File: config.mk
export PLATFORM = sky130hd
export DESIGN_NAME = npi_top
export DESIGN_NICKNAME = d
export VERILOG_FILES = /design/src/rtl/npi_pkg.sv /design/src/rtl/npi_top.sv
export VERILOG_INCLUDE_DIRS = /design/src /design/src/rtl
export SDC_FILE = /design/constraint.sdc
export NUM_CORES = 1
export LEC_CHECK = 0
export BUFFER_PORTS_ARGS = -buffer_cell sky130_fd_sc_hd__buf_2
export CORE_MARGIN = 8
export CORE_UTILIZATION = 44
export DETAILED_ROUTE_END_ITERATION = 8
export PLACE_DENSITY = 0.77
export REMOVE_ABC_BUFFERS = 1
export SLEW_MARGIN = 20
export SYNTH_ARGS = -nofsm -noshare
export SYNTH_HDL_FRONTEND = slang
export SYNTH_SLANG_ARGS = --single-unit
File: constraint.sdc
create_clock -name CLK_SYS -period 2 [get_ports CLK_SYS]
set_input_delay 0.2 -clock CLK_SYS [delete_from_list [all_inputs] [get_ports CLK_SYS]]
set_output_delay 0.2 -clock CLK_SYS [all_outputs]
set_load 0.02 [all_outputs]
File: src/rtl/npi_regs.svh
// Register indices, field positions, reset values and timing counts
`ifndef NPI_REGS_SVH
`define NPI_REGS_SVH
`define NPI_IDX_PROG_CTRL 16'h103B
`define NPI_IDX_EPROM_CTRL 16'h1036
`define NPI_IDX_PROTECT 16'h1035
`define NPI_IDX_PUMP_OPT 16'h1039
`define NPI_PC_EPROM_LATCH_ON 5
`define NPI_PC_BYTE 4
`define NPI_PC_ROW 3
`define NPI_PC_ERASE 2
`define NPI_PC_EEPROM_LATCH_ON 1
`define NPI_PC_PROGRAM_VOLTAGE_ON 0
`define NPI_EC_MBE 7
`define NPI_EC_EPROM_LATCH_ON 5
`define NPI_EC_EXTRA_COLUMN_SELECT 4
`define NPI_EC_EXTRA_ROW_SELECT 3
`define NPI_EC_T1 2
`define NPI_EC_T0 1
`define NPI_EC_PGM 0
`define NPI_BP_CONFIG_PROTECT 4
`define NPI_OPT_PUMP_CLOCK_SELECT 6
`define NPI_PROG_CTRL_RST 8'h00
`define NPI_EPROM_CTRL_RST 8'h00
`define NPI_PROTECT_RST 5'h1F
`define NPI_PUMP_OPT_RST 1'b0
`define NPI_PROT_WINDOW_ECYC 7'd64
`define NPI_CONFIG_ADDR 16'h103F
`define NPI_EPROM_FIRST 16'hD000
`define NPI_EE_FIRST 16'hB600
`define NPI_EE_LAST 16'hB7FF
`endif

File: src/rtl/npi_pkg.sv
// Types shared by the programming interlock
package npi_pkg;
  typedef enum logic [1:0] {NPI_PROGRAM, NPI_BULK, NPI_ROW, NPI_BYTE} npi_erase_t;
  typedef struct packed {
    logic ack;
    logic [31:0] rdata;
    logic [7:0] pc;
    logic [7:0] ec;
    logic [4:0] bp;
    logic pump_clock_select;
    logic [7:0] ediv;
    logic [6:0] ecyc;
    logic win_open;
    logic armed;
    logic [15:0] ep_addr;
    logic [7:0] ep_data;
    logic [15:0] ee_addr;
    logic [7:0] ee_data;
  } npi_state_t;
endpackage

File: src/rtl/npi_top.sv
// Programming control and interlock for the EPROM and EEPROM arrays
`timescale 1ns/10ps
`default_nettype none
`include "npi_regs.svh"

// Function
// - EPROM latch on: array writes capture address and data, array reads off.
// - EPROM latch bit always readable; its write is ignored while voltage is on.
// - Voltage bit readable; writable only while either latch bit is already set.
// - Voltage bit set connects programming voltage; clear disconnects it.
// - Combined variant never holds both latch bits set together.
// - Dual-byte programming treats address bit 5 as don't care.
// - Dual-byte bit reads 0 in normal modes, writable only in special modes.
// - Separate EPROM latch bit readable; write ignored while its voltage bit set.
// - Extra columns: user array off, address bits 13:5 used, special only.
// - Extra rows: user array off, address bits 7:0 used, special only.
// - Two-bit test field selects stress modes, special only, reads 0 otherwise.
// - Separate EPROM voltage bit writable only while its latch bit is set.
// - Erased EEPROM bit is 1; programming only drives bits to 0.
// - EEPROM latch clear: EEPROM reads like plain ROM.
// - Pump clock select: 0 picks E clock, 1 picks RC oscillator.
// - Voltage needs latch write, then valid EEPROM write, then latch plus voltage.
// - One write setting EEPROM latch and voltage together leaves both clear.
// - Protect bits reset to 1; clearable only in first 64 E cycles normally.
// - Writing 1 to protect bits always works; special modes allow any writes.
// - Config-protect bit set refuses programming or erasing the config byte.
// - Four protect bits guard four fixed EEPROM blocks.
// - Relocatable variant: each bit guards one 512-byte quarter at base nibble.
// - EEPROM latch set: paths set for programming, array unreadable.
// - Erase size: bulk, 16-byte row, or single byte when byte bit set.
module npi_top
  import npi_pkg::*;
#(
  parameter bit SEPARATE_EPROM = 1'b0,
  parameter bit EE_RELOCATABLE = 1'b0,
  parameter int E_DIV = 4
) (
  input wire logic CLK_SYS,
  input wire logic RESETN,
  input wire logic [15:0] AVS_ADDRESS,
  input wire logic AVS_READ,
  input wire logic AVS_WRITE,
  input wire logic [31:0] AVS_WRITEDATA,
  input wire logic [3:0] AVS_BYTEENABLE,
  output logic [31:0] AVS_READDATA,
  output logic AVS_WAITREQUEST,
  input wire logic SPECIAL_MODE,
  input wire logic [3:0] EE_BASE,
  input wire logic MEM_WRITE,
  input wire logic [15:0] MEM_ADDR,
  input wire logic [7:0] MEM_WDATA,
  output logic EPROM_READ_EN,
  output logic [15:0] EPROM_LAT_ADDR,
  output logic [7:0] EPROM_LAT_DATA,
  output logic EPROM_DUAL_BYTE,
  output logic [13:0] EPROM_ARRAY_ADDR,
  output logic EPROM_USER_EN,
  output logic [1:0] EPROM_TEST_MODE,
  output logic EPROM_VPP_ON,
  output logic EE_READ_EN,
  output logic [15:0] EE_LAT_ADDR,
  output logic [7:0] EE_CLEAR_MASK,
  output logic EE_VPP_ON,
  output logic EE_PROG_GO,
  output logic [1:0] EE_ERASE_SIZE,
  output logic PUMP_CLK_SEL,
  output logic PROTECT_OPEN
);

  initial begin
    if (E_DIV < 1 || E_DIV > 256) begin
      $error("E_DIV out of range");
    end
  end

  localparam logic [15:0] BLK_LO [4] = '{16'hB600, 16'hB620, 16'hB660, 16'hB6E0};
  localparam logic [15:0] BLK_HI [4] = '{16'hB61F, 16'hB65F, 16'hB6DF, 16'hB7FF};

  npi_state_t state_reg;
  npi_state_t state_next;
  logic [3:0] blk_hit;
  logic eprom_latch_on_eff;
  logic is_cfg;
  logic bulk;
  logic target_ok;

  // Protection decode of the latched EEPROM address
  genvar gi;
  generate
    for (gi = 0; gi < 4; gi++) begin : g_blk
      if (EE_RELOCATABLE) begin : g_rel
        assign blk_hit[gi] = state_reg.ee_addr[15:12] == EE_BASE && state_reg.ee_addr[11]
          && state_reg.ee_addr[10:9] == 2'(gi);
      end else begin : g_fix
        assign blk_hit[gi] = state_reg.ee_addr >= BLK_LO[gi]
          && state_reg.ee_addr <= BLK_HI[gi];
      end
    end
  endgenerate

  function automatic logic ee_space(input logic [15:0] a, input logic [3:0] base);
    if (EE_RELOCATABLE) begin
      ee_space = a[15:12] == base && a[11];
    end else begin
      ee_space = a >= `NPI_EE_FIRST && a <= `NPI_EE_LAST;
    end
  endfunction

  assign eprom_latch_on_eff = SEPARATE_EPROM ? state_reg.ec[`NPI_EC_EPROM_LATCH_ON] : state_reg.pc[`NPI_PC_EPROM_LATCH_ON];
  assign is_cfg = state_reg.ee_addr == `NPI_CONFIG_ADDR;
  assign bulk = state_reg.pc[`NPI_PC_ERASE] && !state_reg.pc[`NPI_PC_BYTE]
    && !state_reg.pc[`NPI_PC_ROW];
  always_comb begin
    if (is_cfg) begin
      target_ok = !state_reg.bp[`NPI_BP_CONFIG_PROTECT];
    end else if (bulk) begin
      target_ok = state_reg.bp[3:0] == 4'h0;
    end else begin
      target_ok = (blk_hit & state_reg.bp[3:0]) == 4'h0;
    end
  end

  always_comb begin
    logic first;
    logic wr_go;
    logic [7:0] wd;
    logic [7:0] rd;
    logic e_tick;
    logic clr_ok;
    logic n_eprom_latch_on;
    logic n_eeprom_latch_on;
    logic n_program_voltage_on;
    first = 1'b0;
    wr_go = 1'b0;
    wd = AVS_WRITEDATA[7:0];
    rd = 8'h00;
    e_tick = 1'b0;
    clr_ok = 1'b0;
    n_eprom_latch_on = 1'b0;
    n_eeprom_latch_on = 1'b0;
    n_program_voltage_on = 1'b0;
    state_next = state_reg;
    // One wait state per access
    first = (AVS_READ || AVS_WRITE) && !state_reg.ack;
    state_next.ack = first;
    wr_go = AVS_WRITE && state_reg.ack && AVS_BYTEENABLE[0];
    // E clock enable and protect window
    e_tick = state_reg.ediv == 8'(E_DIV - 1);
    state_next.ediv = e_tick ? 8'h00 : state_reg.ediv + 8'h01;
    if (e_tick && state_reg.win_open) begin
      state_next.ecyc = state_reg.ecyc + 7'd1;
      if (state_reg.ecyc + 7'd1 == `NPI_PROT_WINDOW_ECYC) begin
        state_next.win_open = 1'b0;
      end
    end
    clr_ok = state_reg.win_open || SPECIAL_MODE;
    // Read data
    case (AVS_ADDRESS)
      `NPI_IDX_PROG_CTRL: begin
        rd = state_reg.pc;
      end
      `NPI_IDX_EPROM_CTRL: begin
        if (SEPARATE_EPROM) begin
          rd = state_reg.ec & (SPECIAL_MODE ? 8'hBF : 8'h21);
        end
      end
      `NPI_IDX_PROTECT: begin
        rd = {3'b000, state_reg.bp};
      end
      `NPI_IDX_PUMP_OPT: begin
        rd[`NPI_OPT_PUMP_CLOCK_SELECT] = state_reg.pump_clock_select;
      end
      default: begin
        rd = 8'h00;
      end
    endcase
    if (first && AVS_READ) begin
      state_next.rdata = {24'h00_0000, rd};
    end
    // Register writes
    if (wr_go) begin
      case (AVS_ADDRESS)
        `NPI_IDX_PROG_CTRL: begin
          state_next.pc[7:2] = wd[7:2];
          n_eprom_latch_on = state_reg.pc[`NPI_PC_EPROM_LATCH_ON];
          if (!state_reg.pc[`NPI_PC_PROGRAM_VOLTAGE_ON]) begin
            n_eprom_latch_on = wd[`NPI_PC_EPROM_LATCH_ON];
          end
          if (SEPARATE_EPROM) begin
            n_eprom_latch_on = 1'b0;
          end
          n_eeprom_latch_on = wd[`NPI_PC_EEPROM_LATCH_ON];
          n_program_voltage_on = state_reg.pc[`NPI_PC_PROGRAM_VOLTAGE_ON];
          if (state_reg.pc[`NPI_PC_EPROM_LATCH_ON] || state_reg.pc[`NPI_PC_EEPROM_LATCH_ON]) begin
            n_program_voltage_on = wd[`NPI_PC_PROGRAM_VOLTAGE_ON];
          end
          if (wd[`NPI_PC_PROGRAM_VOLTAGE_ON] && !state_reg.pc[`NPI_PC_PROGRAM_VOLTAGE_ON] && !state_reg.pc[`NPI_PC_EPROM_LATCH_ON]
              && !state_reg.armed) begin
            n_program_voltage_on = 1'b0;
          end
          if (wd[`NPI_PC_EEPROM_LATCH_ON] && wd[`NPI_PC_PROGRAM_VOLTAGE_ON] && !state_reg.pc[`NPI_PC_EEPROM_LATCH_ON]) begin
            n_eeprom_latch_on = 1'b0;
            n_program_voltage_on = 1'b0;
          end
          if (n_eprom_latch_on && n_eeprom_latch_on) begin
            n_eprom_latch_on = state_reg.pc[`NPI_PC_EPROM_LATCH_ON];
            n_eeprom_latch_on = state_reg.pc[`NPI_PC_EEPROM_LATCH_ON];
          end
          state_next.pc[`NPI_PC_EPROM_LATCH_ON] = n_eprom_latch_on;
          state_next.pc[`NPI_PC_EEPROM_LATCH_ON] = n_eeprom_latch_on;
          state_next.pc[`NPI_PC_PROGRAM_VOLTAGE_ON] = n_program_voltage_on;
          if (!n_eeprom_latch_on) begin
            state_next.armed = 1'b0;
          end
        end
        `NPI_IDX_EPROM_CTRL: begin
          if (SEPARATE_EPROM) begin
            if (SPECIAL_MODE) begin
              state_next.ec[`NPI_EC_MBE] = wd[`NPI_EC_MBE];
              state_next.ec[`NPI_EC_EXTRA_COLUMN_SELECT] = wd[`NPI_EC_EXTRA_COLUMN_SELECT];
              state_next.ec[`NPI_EC_EXTRA_ROW_SELECT] = wd[`NPI_EC_EXTRA_ROW_SELECT];
              state_next.ec[`NPI_EC_T1:`NPI_EC_T0] = wd[`NPI_EC_T1:`NPI_EC_T0];
            end
            if (!state_reg.ec[`NPI_EC_PGM]) begin
              state_next.ec[`NPI_EC_EPROM_LATCH_ON] = wd[`NPI_EC_EPROM_LATCH_ON];
            end
            if (state_reg.ec[`NPI_EC_EPROM_LATCH_ON]) begin
              state_next.ec[`NPI_EC_PGM] = wd[`NPI_EC_PGM];
            end
          end
        end
        `NPI_IDX_PROTECT: begin
          for (int i = 0; i < 5; i++) begin
            if (wd[i] || clr_ok) begin
              state_next.bp[i] = wd[i];
            end
          end
        end
        `NPI_IDX_PUMP_OPT: begin
          state_next.pump_clock_select = wd[`NPI_OPT_PUMP_CLOCK_SELECT];
        end
        default: begin
          state_next.pump_clock_select = state_reg.pump_clock_select;
        end
      endcase
    end
    // Array writes captured by the latches
    if (MEM_WRITE) begin
      if (eprom_latch_on_eff && MEM_ADDR >= `NPI_EPROM_FIRST) begin
        state_next.ep_addr = MEM_ADDR;
        state_next.ep_data = MEM_WDATA;
      end
      if (state_reg.pc[`NPI_PC_EEPROM_LATCH_ON] && !state_reg.pc[`NPI_PC_PROGRAM_VOLTAGE_ON]
          && (ee_space(MEM_ADDR, EE_BASE) || MEM_ADDR == `NPI_CONFIG_ADDR)) begin
        state_next.ee_addr = MEM_ADDR;
        state_next.ee_data = MEM_WDATA;
        state_next.armed = 1'b1;
      end
    end
  end

  always_ff @(posedge CLK_SYS or negedge RESETN) begin
    if (!RESETN) begin
      state_reg <= '0;
      state_reg.pc <= `NPI_PROG_CTRL_RST;
      state_reg.ec <= `NPI_EPROM_CTRL_RST;
      state_reg.bp <= `NPI_PROTECT_RST;
      state_reg.pump_clock_select <= `NPI_PUMP_OPT_RST;
      state_reg.win_open <= 1'b1;
    end else begin
      state_reg <= state_next;
    end
  end

  // Bus answer
  assign AVS_WAITREQUEST = (AVS_READ || AVS_WRITE) && !state_reg.ack;
  assign AVS_READDATA = state_reg.rdata;

  // EPROM side
  assign EPROM_READ_EN = !eprom_latch_on_eff;
  assign EPROM_LAT_ADDR = state_reg.ep_addr;
  assign EPROM_LAT_DATA = state_reg.ep_data;
  assign EPROM_DUAL_BYTE = SEPARATE_EPROM && state_reg.ec[`NPI_EC_MBE];
  always_comb begin
    EPROM_ARRAY_ADDR = state_reg.ep_addr[13:0];
    if (EPROM_DUAL_BYTE) begin
      EPROM_ARRAY_ADDR[5] = 1'b0;
    end
    if (SEPARATE_EPROM && state_reg.ec[`NPI_EC_EXTRA_COLUMN_SELECT]) begin
      EPROM_ARRAY_ADDR = {state_reg.ep_addr[13:5], 5'b0_0000};
    end else if (SEPARATE_EPROM && state_reg.ec[`NPI_EC_EXTRA_ROW_SELECT]) begin
      EPROM_ARRAY_ADDR = {6'b00_0000, state_reg.ep_addr[7:0]};
    end
  end
  assign EPROM_USER_EN = !(SEPARATE_EPROM
    && (state_reg.ec[`NPI_EC_EXTRA_COLUMN_SELECT] || state_reg.ec[`NPI_EC_EXTRA_ROW_SELECT]));
  assign EPROM_TEST_MODE = SEPARATE_EPROM ? state_reg.ec[`NPI_EC_T1:`NPI_EC_T0] : 2'b00;
  assign EPROM_VPP_ON = SEPARATE_EPROM ? state_reg.ec[`NPI_EC_PGM]
    : state_reg.pc[`NPI_PC_PROGRAM_VOLTAGE_ON];

  // EEPROM side
  assign EE_READ_EN = !state_reg.pc[`NPI_PC_EEPROM_LATCH_ON];
  assign EE_LAT_ADDR = state_reg.ee_addr;
  assign EE_CLEAR_MASK = ~state_reg.ee_data;
  assign EE_VPP_ON = state_reg.pc[`NPI_PC_PROGRAM_VOLTAGE_ON];
  assign EE_PROG_GO = state_reg.pc[`NPI_PC_PROGRAM_VOLTAGE_ON] && state_reg.pc[`NPI_PC_EEPROM_LATCH_ON]
    && target_ok;
  always_comb begin
    npi_erase_t sz;
    sz = NPI_PROGRAM;
    if (state_reg.pc[`NPI_PC_ERASE]) begin
      if (state_reg.pc[`NPI_PC_BYTE]) begin
        sz = NPI_BYTE;
      end else if (state_reg.pc[`NPI_PC_ROW]) begin
        sz = NPI_ROW;
      end else begin
        sz = NPI_BULK;
      end
    end
    EE_ERASE_SIZE = sz;
  end
  assign PUMP_CLK_SEL = state_reg.pump_clock_select;
  assign PROTECT_OPEN = state_reg.win_open;

  logic pc_wr;
  assign pc_wr = AVS_WRITE && state_reg.ack && AVS_BYTEENABLE[0]
    && AVS_ADDRESS == `NPI_IDX_PROG_CTRL;
endmodule
`default_nettype wire

==> results of run 1 <==
## worst min path at each step
stage	to	slack, ns	depth (start not counted)
floorplan	AVS_READDATA[0]	-0.1	0
global placement	EPROM_LAT_DATA[5]	0.19	1
detailed placement	EPROM_LAT_ADDR[10]	0.19	1
CTS	state_reg[86]	0.05	3
global route	state_reg[81]	0.07	3
finish	state_reg[86]	0.07	3
## tightest hold or removal path, stage by stage
cell and delay, ns:
buf_2 0.08, nand2_1 0.04, nand2_1 0.05
## routing by layer
layer | routed length (um) | up-vias | track usage
li1 | - | 1569 | -
met1 | 4216 | 1587 | 0.1678
met2 | 5574 | 107 | 0.2568
met3 | 713 | 10 | 0.05140
met4 | 142 | 0 | 0.05296
met5 | 0 | - | 0
## cells by family after synthesis
family / Yosys count / synth area share
XOR/XNOR: 14 / 0.02645
adder cells (fa/ha/maj): 3 / 0.008098
multiplexers: 47 / 0.1134
AO/OA/AOI/OAI: 40 / 0.06316
AND/OR/NAND/NOR: 124 / 0.1390
buffers and inverters: 117 / 0.1717
other: 2 / 0.001620
flip-flops: 88 / 0.4767
## cells in the mapped netlist (2+ instances only)
cell | number | area (sq um)
nor4b_1 | 3 | 26.28
inv_1 | 17 | 63.81
or3_1 | 2 | 12.51
nor4_1 | 4 | 25.02
clkbuf_1 | 7 | 26.28
ha_1 | 3 | 37.54
conb_1 | 2 | 7.510
a22o_1 | 5 | 43.79
o21ai_0 | 5 | 25.02
and4_1 | 4 | 35.03
dfstp_2 | 6 | 157.7
mux2_1 | 2 | 22.52
or2_2 | 4 | 25.02
mux2_2 | 42 | 473.0
buf_4 | 91 | 683.2
nand3_1 | 12 | 60.06
and3_1 | 4 | 25.02
nor3_1 | 2 | 10.01
xor2_1 | 4 | 35.03
xnor2_1 | 10 | 87.58
a21oi_1 | 9 | 45.04
nor2b_1 | 5 | 31.28
o31ai_1 | 4 | 30.03
buf_6 | 2 | 22.52
a221oi_1 | 5 | 43.79
nand4_1 | 11 | 68.82
nor2_1 | 28 | 105.1
nand2_1 | 37 | 138.9
dfrtp_1 | 82 | 2052
mux2i_1 | 3 | 30.03
## power breakdown
group          internal, uW  switching [uW]  total (uW)
clock                   439             590        1030
sequential             1840            48.0        1890
combinational           168             289         457
total                  2450             928        3380
## repair_timing
| action | in CTS | in global routing |
|---|---|---|
| setup endpoints to repair | 1 | 6 |
| gates resized for setup | 5 | 8 |
| setup buffers | 0 | 3 |
| hold buffers | 1 | 0 |
| hold endpoints to repair | 35 | 0 |
| pin swaps | 5 | 4 |
## final cells by class
type                    instances  area, sq um  share of cell area
repair buffers                160        914.6              0.1730
multi-input cells             256         1773              0.3354
flip-flops and latches         88         2211              0.4182
well taps                     136        170.2             0.03219
clock buffers                  11        131.4             0.02485
inverters                      17        63.81             0.01207
clock inverters                 4        22.52            0.004260
## through the flow
step                      hold slack, ns  setup slack [ns]  instance area (sq um)  total power [uW]    util
after global placement            0.1887         -0.009491                   5050              2360  0.4914
after CTS                        0.04682           -0.2365                   5236              3418  0.5095
after detailed placement          0.1946           -0.1091                   5050              2377  0.4914
after floorplan                 -0.09559          -0.03054                   4001              2143       -
after global routing             0.06637           -0.3067                   5286              3542  0.5144
final                            0.06691           -0.2036                   5286              3376  0.5144
==> run summary, run 1 <==
The setup skew after layout came out at roughly 0.010 ns. The number of instances in the placed design came out at 653. The worst hold path begins at AVS_WRITEDATA[7]. The arrival time of the worst setup path is about 2.0 ns. The final net count came out at roughly 620. Entering global routing, the biggest net connects 38 pins. The per-cell routed wire length is roughly 16 um.

The classification of the worst setup path is flop to primary output. The standard-cell row count is 37. Traced cell by cell, the critical path runs through nand4b_1, or3_4, o31ai_2, o2111ai_1, a31o_2, buf_6.

The worst setup path is launched from a flop. The share of the cycle needed by the critical path after routing is 1.102. The largest delay contributor family on the critical path is simple AND/OR/NAND/NOR gates. Max-cap violations in this run came to 0. The number of DRC violations after detailed routing is 0.

The maximum count of clock buffers along a single path is 2. The class of the worst hold path is primary input to flop. The number of library cell types mapped by synthesis came out at 50. Detailed placement ended at an HPWL of 8401 um. Global routing finished with a remaining overflow of 0.

The final cell count without fillers came out at 672. The synthesized instance count came out at 435. The standby leakage power came out at between 0.002 and 0.003 uW. The reg-to-reg critical path startpoint is state_reg[57].

The overall global routing resource usage is 0.1490. The final setup violation count came out at 1. The synthesized design contains 0 enable-type register cells. The clock drives just under 90 sinks. In the final timing run, aggregate negative setup slack is -0.2036 ns. The last element of the critical path is EE_PROG_GO.

The remaining antenna violation count came out at 0. The total count of hold-check failures in the final report came to 0. The part of the Yosys area used for sequential elements is 0.4767. Measured along the x axis, the die boundary spans 118.6 um. In this run the worst setup path begins at EE_LAT_ADDR[14]. The largest individual stage delay along the critical path comes from the cell dfrtp_1.

Clock tree synthesis inserted a total of 9 buffers. The cell sitting at the root of the clock tree is a clkbuf_8. The synthesized design contains approximately 90 register bits. For this run, the detailed router's first-pass iteration total came to 4.

For this block, the via count after detailed routing is 3273. The number of warnings reported in the yosys synthesis log is 0. The setup slack of the worst register-to-register path came out at 0.08 ns. The later-pin clock latency in the skew report came out at ~0.35 ns. STA classifies the critical path endpoint as a primary output. The combined buffer and inverter count along the critical path came out at 1. The number of cells on the worst reg-to-reg path is 7. The number of filler instances in the final layout is between 900 and 1000. Leaving out fill and tap cells, the most frequent cell in the layout is buf_2.

The via count normalized by instance count came out at 4.871. The combined area of all synthesized cells is 0.004636 sq mm. After synthesis, the mean cell area works out to 10.66 sq um. The cell depth of the worst setup path is 6. For the pin with the worst max-slew slack, the measured transition is 0.5668 ns. The last weighted congestion value of the routability-driven placer is 0.8376. The aggregate routed wire length is about 11000 um. The DRC marker count from the first detailed-route iteration is 151. The antenna diode instance count came out at 0. The highest clock rate came out at approximately 450 MHz. The largest driver fanout on the critical path is 3. In this run the critical register-to-register path is captured at state_reg[55]. The layout cell share with drive strength beyond 1 is 0.4440. Of all flip-flops after synthesis, the portion carrying an async set or reset was 1.000. After clock tree synthesis, the clock-pin slew on the worst setup and hold paths is 0.09 ns. The worst setup slack after layout came out at -0.2036 ns.

The placeable core area is 0.01028 sq mm. From synthesis to final layout, the design area changed by 14.04%. The final critical-path required period is 2.204 ns.

TritonCTS built the clock tree. The initial utilization of the core area, before any placement, comes to 0.4511. The power per cell area is 638.7 mW/mm^2. The worst supply voltage drop on vdd came out at 0.0003777 V. The height of the die is around 120 um. The number of H-tree levels is 3. The worst-case headroom to the max-slew limit is 0.6182. The first global-routing pass estimated 17220 um of wire.

The library cells used most frequently in the layout, excluding fill and tap cells, are buf_2 (132), dfrtp_1 (81), mux2_2 (42), nand2_1 (37), conb_1 (28). The final reports fail on negative setup slack. The run finished, with violations left.

For this run, the leading register cell type out of synthesis is dfrtp_1. The number of buffers added on ports is 134. The number of primary I/O pins came out at between 150 and 200. The delay of the slowest cell on the worst path is between 0.3 and 0.4 ns. The initial antenna violation count is 0. Setup repair after global routing could not meet its margin everywhere. The number of max-slew violations in the final report came out at 0. The via count of the first global-routing pass is 3523. The register with the most flip-flops in the layout has 36 of them. Data on the critical path is required at its endpoint by 1.80 ns. The die area is roughly 0.014 sq mm.
Note: power is estimated with default switching activity, not from simulation.
==> run 2, diff against run 1 <==
--- a/config.mk
+++ b/config.mk
@@ -7,10 +7,9 @@
 export NUM_CORES = 1
 export LEC_CHECK = 0
 export BUFFER_PORTS_ARGS = -buffer_cell sky130_fd_sc_hd__buf_2
-export CORE_MARGIN = 8
 export CORE_UTILIZATION = 44
 export DETAILED_ROUTE_END_ITERATION = 8
-export PLACE_DENSITY = 0.77
+export PLACE_DENSITY = 0.74
 export REMOVE_ABC_BUFFERS = 1
 export SLEW_MARGIN = 20
 export SYNTH_ARGS = -nofsm -noshare
==> run 2 against run 1 <==
The flow still finishes with violations (negative setup slack); cell count rose by 1.0%; combinational power rose by 2%; hold slack got worse by 0.021 ns; worst setup slack got worse by 0.020 ns; critical path depth rose by 1; routed wire length fell by 11%; global-route usage rose by 3.2 points; via count rose by 0.37%; clock power rose by 12%; count of clock-buffer cells in the layout rose by 5; die area fell by 22%.
==> run summary, run 2 (synthesis gave the netlist of run 1 again) <==
Run status: finished with violations (unchanged). Failing checks: negative setup slack (unchanged). The final total power is 3502 uW (was 3376 uW).

The maximum count of clock buffers along a single path came out at 2 (unchanged). The remaining antenna violation count came out at 0 (unchanged). The total global routing overflow is 0 (unchanged). The number of H-tree levels came out at 3 (unchanged). The total negative slack for setup checks came out at -0.2236 ns (was -0.2036 ns). The number of buffers added on ports was 134 (unchanged). The power per cell area came out at 651.8 mW/mm^2 (was 638.7 mW/mm^2). The endpoint required time on the critical path came out at 1.80 ns (about the same). The slowest cell on the critical path is dfrtp_1 (unchanged). The pin count of the biggest net entering global routing was 33 (was 38).

The worst setup slack after layout was -0.2236 ns (was -0.2036 ns). The clock slew seen by the registers of the worst setup and hold paths is 0.08 ns (was 0.09 ns). The setup skew after layout came out at 0.008213 ns (was 0.01010 ns). The via count of the routed design is 3285 (was 3273). The total clock sinks is 88 (unchanged). The largest driver fanout on the critical path is 2 (was 3). The number of detailed-route iterations in the first pass came out at 4 (unchanged). The root buffer selected by CTS was clkbuf_8 (unchanged).

The total half-perimeter wirelength after legalization and detailed placement came out at 7081 um (was 8401 um). The aggregate routed wire length came out at 9505 um (was 10650 um). The height of the die came out at 104.6 um (was 118.6 um).

The kind of end point of the critical path is a primary output (unchanged). The standard-cell row count is 37 (unchanged). The final setup violation count came out at 1 (unchanged). The via count normalized by instance count came out at 4.838 (was 4.871).

The delay of the slowest cell on the worst path came out at 0.38 ns (about the same). The standby leakage power was 0.002857 uW (was 0.002812 uW). Critical-path cell list: nand4b_1, or3_4, buf_6, a21oi_4, a31oi_1, a31o_2, buf_6 (was nand4b_1, or3_4, o31ai_2, o2111ai_1, a31o_2, buf_6). The final standard cell utilization of the core was 0.5228 (was 0.5144). The placement-stage cell area is 0.005065 sq mm (was 0.005050 sq mm).

The number of max-slew violations in the final report was 0 (unchanged). The later-pin clock latency in the skew report came to 0.35 ns (about the same). The number of DRC violations after detailed routing is 0 (unchanged). The sequential cell fraction of total power was 0.538 (was 0.560). The die area came to 0.01095 sq mm (was 0.01408 sq mm). The worst-case headroom to the max-slew limit came out at 0.6449 (was 0.6182). The pin slew with the least headroom to its limit is 0.5271 ns (was 0.5668 ns).

The first-pass GRT wire length came out at 15770 um (was 17220 um). The highest clock rate is 449.7 MHz (was 453.8 MHz). The DRC marker count from the first detailed-route iteration came to 139 (was 151). RSZ-0062 raised after global routing: yes (unchanged).

The class of the worst hold path is primary input to flop (unchanged). The per-cell routed wire length is 14.00 um (was 15.84 um). The number of primary I/O pins came out at 194 (unchanged). The combinational share of power was 0.134 (was 0.135). The flip-flop count of the largest register after layout came to 36 (unchanged). The CTS tree is yes (unchanged). The setup slack of the worst register-to-register path came out at 0.11 ns (was 0.08 ns). The net switching power is 927.5 uW (was 927.7 uW).

The leading cell type in the layout, fill and taps excluded is buf_2 (unchanged). The clock group share of total power is 0.328 (was 0.305). The CTS buffer count came to 9 (unchanged). The post-layout instance area is 0.005373 sq mm (was 0.005286 sq mm). The antenna diode instance count came to 0 (unchanged). The width of the die came out at 104.6 um (was 118.6 um). The final net count came out at 627 (was 621).

The last weighted congestion value of the routability-driven placer is 0.8293 (was 0.8376). The worst supply voltage drop on vdd is 0.0002834 V (was 0.0003777 V). The initial antenna violation count is 0 (unchanged). The nature of the critical path startpoint is a flop (unchanged). The via count of the first global-routing pass came to 3231 (was 3523). The placeable core area came to 0.01028 sq mm (unchanged).

The switching portion of total power came out at 0.2648 (was 0.2748). The total of max-cap violations came out at 0 (unchanged). Top library cells by usage in the layout, fill and taps aside: buf_2 (132), dfrtp_1 (81), mux2_2 (42), nand2_1 (37) (was buf_2 (132), dfrtp_1 (81), mux2_2 (42), nand2_1 (37), conb_1 (28)). The area growth from synthesis to final layout came out at 15.90% (was 14.04%). The total count of hold-check failures in the final report is 0 (unchanged).

The share of the cycle needed by the critical path after routing is 1.112 (was 1.102). The classification of the worst setup path is flop to primary output (unchanged). The final critical-path required period came to 2.224 ns (was 2.204 ns). The layout cell share with drive strength beyond 1 came out at 0.4494 (was 0.4440).

The arrival time of the worst setup path came out at 2.02 ns (was 2.00 ns). By instance count, the cell type seen most on the critical path is buf_6. The number of filler instances in the final layout was 902 (was 938).

The overall global routing resource usage came out at 0.1810 (was 0.1490). The starting density of the core came to 0.4511 (unchanged). The internal power is 2574 uW (was 2449 uW).
[run 2: through the flow]
step	hold WS, ns	worst slack (ns)	std cells
2_1_floorplan	-0.09559	-0.03054	361
3_3_place_gp	0.1706	-0.008448	655
3_5_place_dp	0.1777	-0.04992	655
4_1_cts	0.02728	-0.2550	676
5_1_grt	0.01980	-0.3358	679
6_report	0.04616	-0.2236	679
[run 2: what timing repair did]
item | 4_1_cts | 5_1_grt
setup endpoints to repair | 1 | 5
buffers inserted | 4 | 3
pin swaps | 6 | 5
gates resized for setup | 8 | 8
hold buffers | 1 | 0
endpoints found under the hold margin | 29 | 0
[run 2: final timing paths]
path	startpoint	end	cells past startpoint
worst max-delay path	EE_LAT_ADDR[14]	EE_PROG_GO	7
worst min-delay path	AVS_WRITEDATA[7]	state_reg[86]	3
worst max register to register	state_reg[57]	state_reg[55]	7
worst min register to register	EPROM_LAT_ADDR[14]	EPROM_LAT_ADDR[14]	1
max in group asynchronous	RESETN	EPROM_LAT_ADDR[4]	3
min in group asynchronous	RESETN	state_reg[53]	2
[run 2: routing by layer]
layer  global-route usage  wire (um)  share of wire  vias up
met3              0.04055        405          0.043       16
met2               0.2800       4662           0.49       85
met1               0.2368       4257           0.45     1605
met5                    0          0              0        -
met4              0.09658        179          0.019        0
li1                     -          -              -     1579
[run 2: power by group through the flow]
stage	sequential, uW	clock (uW)	combinational, uW
finish	1880	1150	468
floorplan	1980	0	166
detailed placement	1920	0	457
CTS	1880	1180	465
global placement	1910	0	448
global route	1890	1270	516
[run 2: worst max-delay path: cells and delay by family, from the launching register on]
kind	cells	cell delay [ns]
AOI/OAI and AO/OA	3	0.44
buffers and inverters	2	0.26
DFF	1	0.38
and+or+nand+nor	2	0.60
[run 2: cell type report]
cell class,instances,area (sq um),share of cell area
flip-flops and latches,88,2211,0.4115
multi-input cells,256,1784,0.3321
repair buffers,166,963.4,0.1793
clock buffers,16,180.2,0.03354
well taps,136,170.2,0.03167
inverters,17,63.81,0.01188
